**config.mk**
```make
export PLATFORM = sky130hd
export DESIGN_NAME = esc_ctrl
export DESIGN_NICKNAME = d
export VERILOG_FILES = /design/src/esc_pkg.sv /design/src/esc_mask_check.sv /design/src/esc_fault_eval.sv /design/src/esc_ctrl.sv
export SDC_FILE = /design/constraint.sdc
export NUM_CORES = 1
export LEC_CHECK = 0
export ABC_CLOCK_PERIOD_IN_PS = 3000
export BUFFER_PORTS_ARGS = -buffer_cell sky130_fd_sc_hd__buf_4
export CAP_MARGIN = 15
export CORE_ASPECT_RATIO = 1.5
export CORE_MARGIN = 1.5
export CORE_UTILIZATION = 50
export CTS_BUF_LIST = sky130_fd_sc_hd__clkbuf_4 sky130_fd_sc_hd__clkbuf_8
export DETAILED_ROUTE_END_ITERATION = 10
export PLACE_DENSITY_LB_ADDON = 0.15
export SLEW_MARGIN = 15
export SYNTH_ARGS = -nofsm -noshare
export SYNTH_HDL_FRONTEND = slang
export SYNTH_SLANG_ARGS = --single-unit
```
**constraint.sdc**
```tcl
create_clock -name i_ref_clk -period 3 [get_ports i_ref_clk]
set_input_delay 0.6 -clock i_ref_clk [delete_from_list [all_inputs] [get_ports i_ref_clk]]
set_output_delay 0.6 -clock i_ref_clk [all_outputs]
set_load 0.03 [all_outputs]
```
**src/esc_pkg.sv**
```systemverilog
// Behaviour
// - Save-support flag set: legacy save/restore also moves vector and SIMD status state.
// - Save-support flag clear: non-exempt SIMD instructions raise invalid-opcode fault.
// - Save-support flag clear: legacy save/restore still moves float and packed-integer state.
// - Unmasked SIMD float exception: SIMD fault if support flag set, else invalid-opcode.
// - Bit 13 enables virtualization, bit 14 enables safer mode.
// - State-save enable shows in query leaf 1 bit 27 and opens mask access.
// - Mask read and write are allowed only while bit 18 is one.
// - Priority threshold 0 leaves all interrupts enabled, 15 blocks them all.
// - Task priority register is reachable only in 64-bit mode on 64-bit parts.
// - Feature query reports each implemented control flag, except counter read enable.
// - Extended control registers exist exactly when query leaf 1 bit 26 is one.
// - Mask bit 63 is reserved and never a state set.
// - Mask bit 0 always one; writing it zero faults and leaves mask unchanged.
// - Mask bit 1 covers vector and status registers: sixteen in 64-bit mode, else eight.
// - Writing any mask bit reported unsupported raises general-protection fault.
// - Extended save stores only subsets enabled in mask and in the save mask.
// - Reset clears the mask except bit 0, which becomes one.
package esc_pkg;
	localparam int BIT_LEGACY_SAVE = 9;
	localparam int BIT_SIMD_EXC = 10;
	localparam int BIT_VIRT = 13;
	localparam int BIT_SAFER = 14;
	localparam int BIT_STATE_SAVE = 18;
	localparam int BIT_COUNTER_READ = 8;
	localparam int QBIT_EXT_STATE = 26;
	localparam int QBIT_OS_STATE_SAVE = 27;
	localparam int MASK_RESERVED_BIT = 63;
	localparam logic [31:0] EXT_CTRL_RESET = 32'h0000_0000;
	localparam logic [31:0] EXT_CTRL_IMPL = 32'h0004_67FF;
	localparam logic [3:0] PRIO_RESET = 4'h0;
	localparam logic [3:0] PRIO_ALL = 4'hF;
	localparam logic [63:0] MASK_RESET = 64'h0000_0000_0000_0001;
	localparam logic [63:0] MASK_SUPPORTED = 64'h0000_0000_0000_0003;
	localparam logic [4:0] VEC_COUNT_LONG = 5'h10;
	localparam logic [4:0] VEC_COUNT_LEGACY = 5'h08;
	typedef enum logic [3:0] {
		OP_CR_READ = 4'h0,
		OP_CR_WRITE = 4'h1,
		OP_MASK_READ = 4'h2,
		OP_MASK_WRITE = 4'h3,
		OP_QUERY = 4'h4,
		OP_SIMD_EXEC = 4'h5,
		OP_SIMD_FPX = 4'h6,
		OP_LEGACY_SAVE = 4'h7,
		OP_EXT_SAVE = 4'h8
	} esc_op_e;
	typedef enum logic [1:0] {
		SEL_EXT_CTRL = 2'h0,
		SEL_TASK_PRIO = 2'h1,
		SEL_LEAF1 = 2'h2,
		SEL_LEAF0D = 2'h3
	} esc_sel_e;
	typedef struct packed {
		logic [31:0] ext_ctrl;
		logic [3:0] prio;
		logic [63:0] mask;
		logic resp_valid;
		logic [63:0] resp_data;
		logic fault_ud;
		logic fault_gp;
		logic fault_xf;
		logic int_blocked;
		logic [4:0] vec_count;
	} esc_state_s;
endpackage : esc_pkg

```
**src/esc_mask_check.sv**
```systemverilog
`timescale 1ns/10ps
`default_nettype none
module esc_mask_check
	import esc_pkg::*;
#(
	parameter logic [63:0] SUPPORTED = MASK_SUPPORTED
)(
	input wire logic [63:0] i_wdata,
	output logic o_bad
);
	always_comb
	begin
		o_bad = 1'b0;
		if (!i_wdata[0])
			o_bad = 1'b1;
		if (i_wdata[MASK_RESERVED_BIT])
			o_bad = 1'b1;
		if (|(i_wdata & ~SUPPORTED))
			o_bad = 1'b1;
	end
endmodule : esc_mask_check
`default_nettype wire

```
**src/esc_fault_eval.sv**
```systemverilog
`timescale 1ns/10ps
`default_nettype none
module esc_fault_eval
	import esc_pkg::*;
#(
	parameter logic [31:0] IMPL = EXT_CTRL_IMPL,
	parameter bit HAS_EXT_STATE = 1'b1,
	parameter bit HAS_LONG = 1'b1
)(
	input wire esc_op_e i_op,
	input wire esc_sel_e i_sel,
	input wire logic i_priv,
	input wire logic i_long_mode,
	input wire logic i_exempt,
	input wire logic [31:0] i_ext_ctrl,
	input wire logic [63:0] i_wdata,
	input wire logic i_mask_bad,
	output logic o_ud,
	output logic o_gp,
	output logic o_xf
);
	logic xcr_ok;
	always_comb
	begin
		o_ud = 1'b0;
		o_gp = 1'b0;
		o_xf = 1'b0;
		xcr_ok = HAS_EXT_STATE && i_ext_ctrl[BIT_STATE_SAVE];
		case (i_op)
			OP_CR_READ, OP_CR_WRITE:
			begin
				if (i_sel == SEL_TASK_PRIO && !(HAS_LONG && i_long_mode))
					o_ud = 1'b1;
				else if (i_sel != SEL_EXT_CTRL && i_sel != SEL_TASK_PRIO)
					o_ud = 1'b1;
				else if (!i_priv)
					o_gp = 1'b1;
				else if (i_op == OP_CR_WRITE && i_sel == SEL_EXT_CTRL)
					o_gp = |(i_wdata[31:0] & ~IMPL) || |i_wdata[63:32];
				else if (i_op == OP_CR_WRITE)
					o_gp = |i_wdata[63:4];
			end
			OP_MASK_READ, OP_EXT_SAVE:
				o_ud = !xcr_ok;
			OP_MASK_WRITE:
			begin
				if (!xcr_ok)
					o_ud = 1'b1;
				else if (!i_priv || i_mask_bad)
					o_gp = 1'b1;
			end
			OP_SIMD_EXEC:
				o_ud = !i_exempt && !i_ext_ctrl[BIT_LEGACY_SAVE];
			OP_SIMD_FPX:
			begin
				o_xf = i_ext_ctrl[BIT_SIMD_EXC];
				o_ud = !i_ext_ctrl[BIT_SIMD_EXC];
			end
			default:
			begin
				o_ud = 1'b0;
			end
		endcase
	end
endmodule : esc_fault_eval
`default_nettype wire

```
**src/esc_ctrl.sv**
```systemverilog
`timescale 1ns/10ps
`default_nettype none
module esc_ctrl
	import esc_pkg::*;
#(
	parameter logic [31:0] IMPL = EXT_CTRL_IMPL,
	parameter logic [63:0] SUPPORTED = MASK_SUPPORTED,
	parameter bit HAS_EXT_STATE = 1'b1,
	parameter bit HAS_LONG = 1'b1
)(
	input wire logic i_ref_clk,
	input wire logic i_reset_n,
	input wire logic i_req_valid,
	input wire esc_op_e i_req_op,
	input wire esc_sel_e i_req_sel,
	input wire logic [63:0] i_req_data,
	input wire logic i_priv,
	input wire logic i_long_mode,
	input wire logic i_exempt,
	input wire logic [3:0] i_int_class,
	output logic o_resp_valid,
	output logic [63:0] o_resp_data,
	output logic o_fault_ud,
	output logic o_fault_gp,
	output logic o_fault_xf,
	output logic o_os_legacy_save_support,
	output logic o_simd_exception_support,
	output logic o_virtualization_enable,
	output logic o_safer_mode_enable,
	output logic o_os_state_save_enable,
	output logic [3:0] o_priority_threshold,
	output logic [63:0] o_state_enable_mask,
	output logic o_int_blocked,
	output logic [4:0] o_vec_count
);
	esc_state_s r;
	esc_state_s next_r;
	logic mask_bad;
	logic f_ud;
	logic f_gp;
	logic f_xf;
	logic [63:0] leaf1;

	esc_mask_check #(
		.SUPPORTED(SUPPORTED)
	) u_mask_check (
		.i_wdata(i_req_data),
		.o_bad(mask_bad)
	);

	esc_fault_eval #(
		.IMPL(IMPL),
		.HAS_EXT_STATE(HAS_EXT_STATE),
		.HAS_LONG(HAS_LONG)
	) u_fault_eval (
		.i_op(i_req_op),
		.i_sel(i_req_sel),
		.i_priv(i_priv),
		.i_long_mode(i_long_mode),
		.i_exempt(i_exempt),
		.i_ext_ctrl(r.ext_ctrl),
		.i_wdata(i_req_data),
		.i_mask_bad(mask_bad),
		.o_ud(f_ud),
		.o_gp(f_gp),
		.o_xf(f_xf)
	);

	always_comb
	begin
		next_r = r;
		leaf1 = 64'h0;
		leaf1[QBIT_EXT_STATE] = HAS_EXT_STATE;
		leaf1[QBIT_OS_STATE_SAVE] = r.ext_ctrl[BIT_STATE_SAVE];
		next_r.resp_valid = i_req_valid;
		next_r.resp_data = 64'h0;
		next_r.fault_ud = i_req_valid && f_ud;
		next_r.fault_gp = i_req_valid && f_gp;
		next_r.fault_xf = i_req_valid && f_xf;
		next_r.int_blocked = (r.prio != PRIO_RESET) && (i_int_class <= r.prio);
		next_r.vec_count = i_long_mode ? VEC_COUNT_LONG : VEC_COUNT_LEGACY;
		if (i_req_valid && !f_ud && !f_gp && !f_xf)
		begin
			case (i_req_op)
				OP_CR_READ:
				begin
					if (i_req_sel == SEL_EXT_CTRL)
						next_r.resp_data = {32'h0, r.ext_ctrl};
					else
						next_r.resp_data = {60'h0, r.prio};
				end
				OP_CR_WRITE:
				begin
					if (i_req_sel == SEL_EXT_CTRL)
						next_r.ext_ctrl = i_req_data[31:0] & IMPL;
					else
						next_r.prio = i_req_data[3:0];
				end
				OP_MASK_READ:
					next_r.resp_data = r.mask;
				OP_MASK_WRITE:
					next_r.mask = i_req_data;
				OP_QUERY:
				begin
					if (i_req_sel == SEL_LEAF1)
						next_r.resp_data = leaf1;
					else if (i_req_sel == SEL_LEAF0D)
						next_r.resp_data = SUPPORTED;
					else
					begin
						next_r.resp_data = {32'h0, IMPL};
						next_r.resp_data[BIT_COUNTER_READ] = 1'b0;
					end
				end
				OP_LEGACY_SAVE:
				begin
					next_r.resp_data[0] = 1'b1;
					next_r.resp_data[1] = r.ext_ctrl[BIT_LEGACY_SAVE];
				end
				OP_EXT_SAVE:
					next_r.resp_data = r.mask & i_req_data;
				default:
				begin
					next_r.resp_data = 64'h0;
				end
			endcase
		end
	end

	always_ff @(posedge i_ref_clk or negedge i_reset_n)
	begin
		if (!i_reset_n)
		begin
			r.ext_ctrl <= EXT_CTRL_RESET;
			r.prio <= PRIO_RESET;
			r.mask <= MASK_RESET;
			r.resp_valid <= 1'b0;
			r.resp_data <= 64'h0;
			r.fault_ud <= 1'b0;
			r.fault_gp <= 1'b0;
			r.fault_xf <= 1'b0;
			r.int_blocked <= 1'b0;
			r.vec_count <= VEC_COUNT_LEGACY;
		end
		else
			r <= next_r;
	end

	assign o_resp_valid = r.resp_valid;
	assign o_resp_data = r.resp_data;
	assign o_fault_ud = r.fault_ud;
	assign o_fault_gp = r.fault_gp;
	assign o_fault_xf = r.fault_xf;
	assign o_os_legacy_save_support = r.ext_ctrl[BIT_LEGACY_SAVE];
	assign o_simd_exception_support = r.ext_ctrl[BIT_SIMD_EXC];
	assign o_virtualization_enable = r.ext_ctrl[BIT_VIRT];
	assign o_safer_mode_enable = r.ext_ctrl[BIT_SAFER];
	assign o_os_state_save_enable = r.ext_ctrl[BIT_STATE_SAVE];
	assign o_priority_threshold = r.prio;
	assign o_state_enable_mask = r.mask;
	assign o_int_blocked = r.int_blocked;
	assign o_vec_count = r.vec_count;
endmodule : esc_ctrl
`default_nettype wire

```
==> impl_metrics.toml, run 1 <==
[sta]
maxSlewViolCount = 0
setup_ws_ns = 0.2785
final_hold_viol_count = 0
setup_viol = 0
fmax_mhz = 367.4
finalCritPeriodShare_pct = 90.72
period_needed_ns = 2.721
rsz0062_at_grt = "false"
slew_headroom_pct = 50.00
tightestPinTransition_ns = 0.7500
clock_skew_ns = 0.01510

[clocking]
clkSinkCount = 153
htreeDepth = 4
postCtsSetupBuffers = 0
cts.repair.resized = 0
clockBufferDepth = 2
cts_buffers = 17
clockRootBuffer = "clkbuf_8"
clkLatencyLatePin_ns = 0.45
cts.clk_slew.worst_paths_ns = 0.09
ctsHoldBuffers = 0
cts_tree = "built"

[critical_path]
arrival_ns = 3.06
crit_required_ns = 3.34
crit_start = "i_req_data[47]"
rr_endpoint = "o_resp_data[25]$_DFF_PN0_"
crit_type = "primary input to flop"
cp_slowest_cell = "nor4_1"
r2r_start = "o_os_state_save_enable$_DFFE_PN0P_"
cpPeakStageDelay_ns = 0.39
cpMostUsedCell = "buf_4"
r2r_slack_ns = 0.63
cp-end-kind = "flop"
cp_max_fo = 21
cp-start-kind = "primary input"
cp_cell_sequence = "buf_4 > nor4_1 > nand4_1 > buf_4 > nor4_1 > a31oi_1 > buf_4 > nor4_4 > buf_4 > buf_4 > nor2b_1"
reg2reg_depth = 6

[finish]
nNetsFinal = 838
final_cell_area_um2 = 8325
area_growth_pct = 19.70
diodes = 0
layout-drive-gt1-share_pct = 41.20
stdcell_count = 929

[pwr]
p_total_uw = 4061
cellPowerDensity_nw_per_um2 = 487.8
peakVddDrop_v = 0.0002796
p_leak_uw = 0.004233

[synthesis]
yosys_warnings = 0
yosysSeqAreaShare_pct = 55.08
synth_flop_cell = "dfrtp_1"
synthCells = 644
avgSynthCellArea_um2 = 10.80
synth-seq-cells = 153
synth_cell_types = 43
syn-cell-area_um2 = 6955
synth_edf_count = 0
async_reset_ff_share_pct = 100.0

[grt]
grt_usage_pct = 22.74
grt.overflow.total = 0
grt_pass1_vias = 4787
grt_pass1_wl_mm = 25.69
grt_max_degree = 82
antenna_found_initial = 0

[floorplan]
coreArea_um2 = 13530
dieArea_um2 = 14640
die_y_um = 147.5
pin_count = 227
fp-row-count = 52
die_x_um = 99.30
initial_core_util_pct = 51.40

[placed_design]
place_ws_ns = -0.2164
dpl.cell_count = 897
hpwl_mm = 11.89
place_area_um2 = 7973
port_buffers = 223
place_congestion = 0.8716

[outcome]
outcome = "completed"

[detailed_routing]
ant_nets = 0
wl_per_cell_um = 17.83
totalWireLength_mm = 16.56
drc_errors = 0
drtPass1Iterations = 4
drtIter0Drc = 191
vias = 4839
via_per_inst = 5.209

[run]
cap_violations = 0

[hold_path]
hold_class = "primary input to async pin"
[cells in the final DEF, fill, tap and decap left out, types with 4 or more instances in the layout]
cell type | synthesis | routed
clkinv_2 | 0 | 4
a21oi_1 | 24 | 24
dfrtp_1 | 151 | 151
clkbuf_8 | 0 | 17
nor4_1 | 20 | 19
nand4_1 | 4 | 4
nand2_1 | 9 | 9
o21ai_0 | 57 | 57
nand2b_1 | 4 | 4
mux2_2 | 19 | 19
buf_4 | 137 | 250
nor2_1 | 61 | 60
nor3_1 | 6 | 6
inv_1 | 6 | 6
nor2b_1 | 55 | 55
ha_1 | 4 | 4
and2b_1 | 9 | 9
buf_12 | 0 | 4
o211ai_1 | 13 | 13
inv_6 | 0 | 4
[power by group]
part	switching [uW]	internal (uW)	total [uW]
registers	46.0	2110	2160
logic	274	204	478
clock network	833	590	1420
total	1150	2910	4060
[routing by layer]
metal	up-vias	part of all wire, %	GRT usage (%)
met5	-	0	0
met4	0	1.6	7.746
met2	191	52	39.62
met3	19	5.9	5.390
li1	2248	-	-
met1	2381	40	27.57
[worst max path at each step]
stage | to | depth (start not counted) | slack (ns)
after detailed placement | o_state_enable_mask[35]$_DFFE_PN0P_ | 12 | -0.22
after CTS | o_state_enable_mask[34]$_DFFE_PN0P_ | 12 | 0.25
after global placement | o_state_enable_mask[30]$_DFFE_PN0P_ | 12 | -0.16
after floorplan | o_os_legacy_save_support$_DFFE_PN0P_ | 7 | 0.31
after global routing | o_state_enable_mask[35]$_DFFE_PN0P_ | 12 | 0.1
final | o_state_enable_mask[34]$_DFFE_PN0P_ | 11 | 0.28
[layout make-up]
| class | instances | area (um^2) |
|---|---|---|
| Clock inverter | 15 | 118.9 |
| Timing Repair Buffer | 255 | 1968 |
| Multi-Input combinational cell | 321 | 1948 |
| Fill cell | 1136 | 5207 |
| Clock buffer | 17 | 234.0 |
| Tap cell | 162 | 202.7 |
| Inverter | 6 | 22.52 |
| Sequential cell | 153 | 3831 |
[logic make-up after synthesis]
group / after synthesis / synth area share (%)
simple gates: 184 / 14.53
buf+inv: 172 / 17.23
flops: 153 / 55.08
compound gates: 108 / 8.886
mux: 21 / 3.364
fa+ha+maj: 4 / 0.7196
other cells: 1 / 0.05391
xor+xnor: 1 / 0.1259
[stage by stage]
stage	setup TNS [ns]	util, %	hold WS, ns
3_3_place_gp	-5.707	58.91	0.4896
3_5_place_dp	-12.61	58.91	0.4948
5_1_grt	0	61.52	0.2391
2_1_floorplan	0	-	0.3044
6_report	0	61.52	0.1843
4_1_cts	0	61.52	0.2087
[sequential cells by signal, summed over array words and instances (netlist names), 2 cells and up]
signal	count
o_priority_threshold	4
o_resp_data	64
o_state_enable_mask	64
o_vec_count	2
r	9
[worst max-delay path, delay by kind of cell]
family | cells | cell delay (ns)
AO/OA/AOI/OAI | 1 | 0.18
buffers and inverters | 5 | 1.00
AND/OR/NAND/NOR | 5 | 1.28
[synthesized netlist by cell type (3+ instances only)]
| cell type | instances | area (um^2) |
|---|---|---|
| a21oi_1 | 24 | 120.1 |
| a31oi_1 | 3 | 18.77 |
| and2b_1 | 9 | 67.56 |
| buf_2 | 7 | 35.03 |
| buf_4 | 137 | 1028 |
| buf_6 | 4 | 45.04 |
| clkbuf_1 | 18 | 67.56 |
| dfrtp_1 | 151 | 3779 |
| ha_1 | 4 | 50.05 |
| inv_1 | 6 | 22.52 |
| mux2_2 | 19 | 214.0 |
| nand2_1 | 9 | 33.78 |
| nand2b_1 | 4 | 25.02 |
| nand4_1 | 4 | 25.02 |
| nor2_1 | 61 | 229.0 |
| nor2b_1 | 55 | 344.1 |
| nor3_1 | 6 | 30.03 |
| nor4_1 | 20 | 125.1 |
| o211ai_1 | 13 | 97.59 |
| o21ai_0 | 57 | 285.3 |
| or3_1 | 3 | 18.77 |
No activity file was read; power rests on OpenSTA's default activity.
==> run 2: changes to the inputs <==
--- a/config.mk
+++ b/config.mk
@@ -8,7 +8,7 @@
 export ABC_CLOCK_PERIOD_IN_PS = 3000
 export BUFFER_PORTS_ARGS = -buffer_cell sky130_fd_sc_hd__buf_4
 export CAP_MARGIN = 15
-export CORE_ASPECT_RATIO = 1.5
+export CORE_ASPECT_RATIO = 1.1
 export CORE_MARGIN = 1.5
 export CORE_UTILIZATION = 50
 export CTS_BUF_LIST = sky130_fd_sc_hd__clkbuf_4 sky130_fd_sc_hd__clkbuf_8
==> run 2 against run 1 <==
- worst setup slack better by 0.10 ns
- clock power is 23% higher
- critical path type unchanged
- cell area is 0.65% higher
- fmax is 4.0% higher
- largest cell class unchanged
==> impl_metrics.toml, run 2 (synthesis results as in run 1) <==
[clocking]
clockRootBuffer = "clkbuf_8"
cts_buffers = 17
cts.repair.resized = 0
clkSinkCount = 153
cts_tree = "built"
ctsHoldBuffers = 0
postCtsSetupBuffers = 0
clockBufferDepth = 2
clkLatencyLatePin_ns = 0.45
htreeDepth = 4
cts.clk_slew.worst_paths_ns = 0.07

[sta]
period_needed_ns = 2.618
finalCritPeriodShare_pct = 87.27
fmax_mhz = 382.0
clock_skew_ns = 0.008250
maxSlewViolCount = 0
rsz0062_at_grt = "false"
slew_headroom_pct = 57.13
setup_viol = 0
tightestPinTransition_ns = 0.6430
final_hold_viol_count = 0
setup_ws_ns = 0.3820

[critical_path]
r2r_start = "o_os_legacy_save_support$_DFFE_PN0P_"
cp-start-kind = "primary input"
crit_required_ns = 3.33
cp_cell_sequence = "buf_4 > nor4_1 > nand4_1 > o21ba_1 > o41a_1 > buf_4 > nor3_2 > buf_12 > mux2_2"
crit_start = "i_req_data[12]"
crit_buf_inv = 3
crit_type = "primary input to flop"
reg2reg_depth = 7
cp_top_family = "simple AND/OR/NAND/NOR gates"
cp_max_fo = 14
cp-end-kind = "flop"
cpMostUsedCell = "buf_4"
rr_endpoint = "o_state_enable_mask[0]$_DFFE_PN1P_"
cpPeakStageDelay_ns = 0.41
arrival_ns = 2.95
r2r_slack_ns = 0.70
cp_slowest_cell = "o41a_1"

[finish]
layout-drive-gt1-share_pct = 40.29
diodes = 0
layout_common_cells = "240 x buf_4, 151 x dfrtp_1, 60 x nor2_1"
fill_cells = 1137
final_cell_area_um2 = 8379
area_growth_pct = 20.47
post-route-util_pct = 61.24
stdcell_count = 945
nNetsFinal = 828
final_common_cell = "buf_4"

[detailed_routing]
met1_length_mm = 6.591
ant_nets = 0
drtIter0Drc = 268
wl_met3_mm = 1.201
drc_errors = 0
wl_met2_mm = 8.257
dr.max_layer_used = "met4"
via_per_inst = 5.161
vias = 4877
drtPass1Iterations = 4
wl_per_cell_um = 17.36
totalWireLength_mm = 16.41

[grt]
grt_usage_pct = 23.07
antenna_found_initial = 0
grt.overflow.total = 0
grt_max_degree = 69
grt_pass1_wl_mm = 25.39
grt_pass1_vias = 4820

[floorplan]
pin_count = 227
initial_core_util_pct = 50.84
fp-row-count = 45
dieArea_um2 = 14630
die_y_um = 126.7
die_x_um = 115.5
coreArea_um2 = 13680

[pwr]
cellPowerDensity_nw_per_um2 = 523.3
power_frac_seq_pct = 49.4
peakVddDrop_v = 0.0003889
switching_share_pct = 24.36
pwr-share-clk_pct = 39.7
combPwrFrac_pct = 10.9
p_int_uw = 3317
p_leak_uw = 0.004223
switchingPower_uw = 1068

[placed_design]
place_area_um2 = 7929
place_ws_ns = -0.06181
port_buffers = 223
dpl.cell_count = 913
hpwl_mm = 12.22
place_congestion = 0.9501

[outcome]
outcome = "completed"

[run]
cap_violations = 0

[hold_path]
hold_class = "primary input to async pin"
==> run 2: cell types whose count changed in the layout (fill, tap and decap cells not counted) <==
cell        previous run  this run
buf_4                250       240
bufinv_16              0         5
clkbuf_4               0         2
clkinv_4               3         1
clkinvlp_4             2         3
inv_6                  4         0
inv_8                  2         0
or4_1                  0         1
or4_2                  1         0
==> run 2: area by class of cell <==
| cell class | count | area, um^2 | share of cell area [%] |
|---|---|---|---|
| clock inverters | 13 | 201.4 | 2.404 |
| well taps | 188 | 235.2 | 2.807 |
| inverters | 6 | 22.52 | 0.2688 |
| repair buffers | 245 | 1893 | 22.59 |
| multi-input cells | 321 | 1947 | 23.23 |
| clock buffers | 19 | 249.0 | 2.971 |
| flip-flops and latches | 153 | 3831 | 45.72 |
==> run 2: power groups by stage <==
stage / Clock, uW / Combinational, uW / Sequential, uW
finish: 1740 / 476 / 2170
global placement: 0 / 465 / 2200
CTS: 1770 / 480 / 2160
global route: 1870 / 514 / 2170
detailed placement: 0 / 479 / 2200
floorplan: 0 / 226 / 2220
==> run 2: worst reg2reg max path: stages (launching register included) <==
cell,delay [ns]
dfrtp_1,0.44
or4b_1,0.56
a31oi_1,0.22
or3_1,0.31
nor4_4,0.10
buf_4,0.17
buf_12,0.16
or2_2,0.28
==> run 2: metrics by stage <==
step                TNS (ns)  total power [uW]  hold slack, ns
global placement           0              2667          0.4900
CTS                        0              4419          0.1437
detailed placement   -0.9027              2682          0.4996
finish                     0              4385          0.1225
floorplan                  0              2442          0.3044
global route               0              4556          0.1502
==> run 2: routing by layer <==
| layer | vias to the layer above | global-route usage (%) |
|---|---|---|
| met5 | - | 0 |
| met4 | 0 | 9.804 |
| met3 | 26 | 5.399 |
| met2 | 228 | 37.63 |
| met1 | 2393 | 29.45 |
| li1 | 2230 | - |
==> run 2: how the worst max path moves through the flow <==
stage	endpoint	slack [ns]	depth (start not counted)
finish	r[150]$_DFFE_PN0P_	0.38	9
CTS	r[150]$_DFFE_PN0P_	0.43	10
global route	o_virtualization_enable$_DFFE_PN0P_	0.33	9
floorplan	o_os_legacy_save_support$_DFFE_PN0P_	0.31	7
detailed placement	r[150]$_DFFE_PN0P_	-0.06	10
global placement	o_resp_data[2]$_DFF_PN0_	0.01	10
==> run 3: changes to the inputs <==
--- a/config.mk
+++ b/config.mk
@@ -9,9 +9,9 @@
 export BUFFER_PORTS_ARGS = -buffer_cell sky130_fd_sc_hd__buf_4
 export CAP_MARGIN = 15
 export CORE_ASPECT_RATIO = 1.1
-export CORE_MARGIN = 1.5
 export CORE_UTILIZATION = 50
 export CTS_BUF_LIST = sky130_fd_sc_hd__clkbuf_4 sky130_fd_sc_hd__clkbuf_8
+export CTS_CLUSTER_SIZE = 20
 export DETAILED_ROUTE_END_ITERATION = 10
 export PLACE_DENSITY_LB_ADDON = 0.15
 export SLEW_MARGIN = 15
==> run 3 against run 2 <==
- largest power group unchanged
- largest cell class unchanged
- first-iteration DRC count grew 17%
- power shrank 1.5%
- fmax shrank 2.8%
- highest routed layer unchanged
- sequential power is essentially flat
- combinational power is essentially flat
==> impl_metrics.toml, run 3 (synthesis results as in run 1) <==
[floorplan]
coreArea_um2 = 13380
die_x_um = 114.5
initial_core_util_pct = 51.99
pin_count = 227
die_y_um = 125.7
fp-row-count = 44
dieArea_um2 = 14390

[critical_path]
cp-end-kind = "flop"
arrival_ns = 3.04
r2r_start = "o_os_state_save_enable$_DFFE_PN0P_"
rr_endpoint = "o_state_enable_mask[38]$_DFFE_PN0P_"
crit_buf_inv = 4
crit_required_ns = 3.34
cp-endpoint = "o_state_enable_mask[38]$_DFFE_PN0P_"
cp-start-kind = "primary input"
cp_top_family = "simple AND/OR/NAND/NOR gates"
reg2reg_depth = 6
crit_type = "primary input to flop"
cp.depth = 10
cp_slowest_cell = "nor4_1"
cpPeakStageDelay_ns = 0.46
cpMostUsedCell = "buf_4"
cp_max_fo = 33
r2r_slack_ns = 0.65
crit_start = "i_req_data[9]"
cp_cell_sequence = "buf_4 > nor4_1 > buf_4 > nand4_1 > buf_4 > nor4_1 > a31oi_1 > nor4_4 > buf_12 > and2b_1"

[sta]
tightestPinTransition_ns = 0.6311
maxSlewViolCount = 0
rsz0062_at_grt = "false"
finalCritPeriodShare_pct = 89.75
fmax_mhz = 371.4
slew_headroom_pct = 57.93
period_needed_ns = 2.693
setup_viol = 0
final_hold_viol_count = 0
setup_ws_ns = 0.3074
clock_skew_ns = 0.009713
tns_ns = 0

[clocking]
clockRootBuffer = "clkbuf_8"
cts.repair.resized = 0
cts.clk_slew.worst_paths_ns = 0.08
cts_tree = "built"
htreeDepth = 4
clkSinkCount = 153
postCtsSetupBuffers = 0
ctsHoldBuffers = 0
clkLatencyLatePin_ns = 0.45
clockBufferDepth = 2
cts_buffers = 17

[finish]
diodes = 0
fill_cells = 1127
stdcell_count = 944
area_growth_pct = 20.99
layout-drive-gt1-share_pct = 40.53
final_common_cell = "buf_4"
nNetsFinal = 831
final_cell_area_um2 = 8416
layout_common_cells = "240 x buf_4, 151 x dfrtp_1, 60 x nor2_1"

[detailed_routing]
vias = 4843
ant_nets = 0
wl_per_cell_um = 17.23
totalWireLength_mm = 16.27
drtIter0Drc = 314
via_per_inst = 5.130
drtPass1Iterations = 4
drc_errors = 0

[grt]
grt.overflow.total = 0
grt_usage_pct = 23.43
antenna_found_initial = 0
grt_max_degree = 69
grt_pass1_vias = 4797
grt_pass1_wl_mm = 25.25

[placed_design]
dpl.cell_count = 912
hpwl_mm = 11.94
port_buffers = 223
place_congestion = 0.8660
place_ws_ns = -0.1541
place_area_um2 = 7984

[pwr]
peakVddDrop_v = 0.0003594
cellPowerDensity_nw_per_um2 = 513.3
p_leak_uw = 0.004238

[hold_path]
hold_class = "primary input to async pin"

[outcome]
outcome = "completed"

[run]
cap_violations = 0
[run 3: cell types whose count changed in the layout (fill, tap and decap cells not counted), sizes merged]
cell,before,now
buf,245,248
bufinv,5,4
clkbuf,19,20
[run 3: final cells by class]
cell class | instances | area (um^2) | area share, %
Inverter | 6 | 22.52 | 0.2676
Tap cell | 184 | 230.2 | 2.736
Clock buffer | 20 | 256.5 | 3.048
Sequential cell | 153 | 3831 | 45.52
Clock inverter | 12 | 175.2 | 2.081
Multi-Input combinational cell | 321 | 1947 | 23.13
Timing Repair Buffer | 248 | 1953 | 23.21
[run 3: stage by stage]
step	hold WS (ns)	utilization, %	power [uW]
6_report	0.1198	62.91	4320
5_1_grt	0.1678	62.91	4494
4_1_cts	0.1486	62.91	4364
3_5_place_dp	0.4958	59.68	2681
3_3_place_gp	0.4909	59.68	2668
2_1_floorplan	0.3044	-	2442
[run 3: worst min-delay path by stage]
stage | startpoint | end | slack (ns) | cells past startpoint
2_1_floorplan | i_reset_n | o_fault_gp$_DFF_PN0_ | 0.30 | 0
3_3_place_gp | r[142]$_DFFE_PN0P_ | r[142]$_DFFE_PN0P_ | 0.49 | 1
3_5_place_dp | o_state_enable_mask[19]$_DFFE_PN0P_ | o_state_enable_mask[19]$_DFFE_PN0P_ | 0.50 | 1
4_1_cts | i_reset_n | o_resp_data[59]$_DFF_PN0_ | 0.15 | 1
5_1_grt | i_reset_n | o_resp_data[59]$_DFF_PN0_ | 0.17 | 1
6_report | i_reset_n | o_resp_data[54]$_DFF_PN0_ | 0.12 | 1
[run 3: layer usage]
| metal | wire length [um] | vias up | global-route usage [%] | share of wire, % |
|---|---|---|---|---|
| li1 | - | 2225 | - | - |
| met1 | 6781 | 2392 | 29.89 | 42 |
| met2 | 8122 | 198 | 38.25 | 50 |
| met3 | 1000 | 28 | 5.582 | 6.1 |
| met4 | 363 | 0 | 9.855 | 2.2 |
| met5 | 0 | - | 0 | 0 |
[run 3: where the power goes]
group / total (uW) / internal (uW) / leakage (uW) / switching [uW]
clock network: 1680 / 930 / 0.000213 / 751
logic: 475 / 201 / 0.00191 / 273
registers: 2160 / 2110 / 0.00211 / 49.0
total: 4320 / 3250 / 0.00424 / 1070
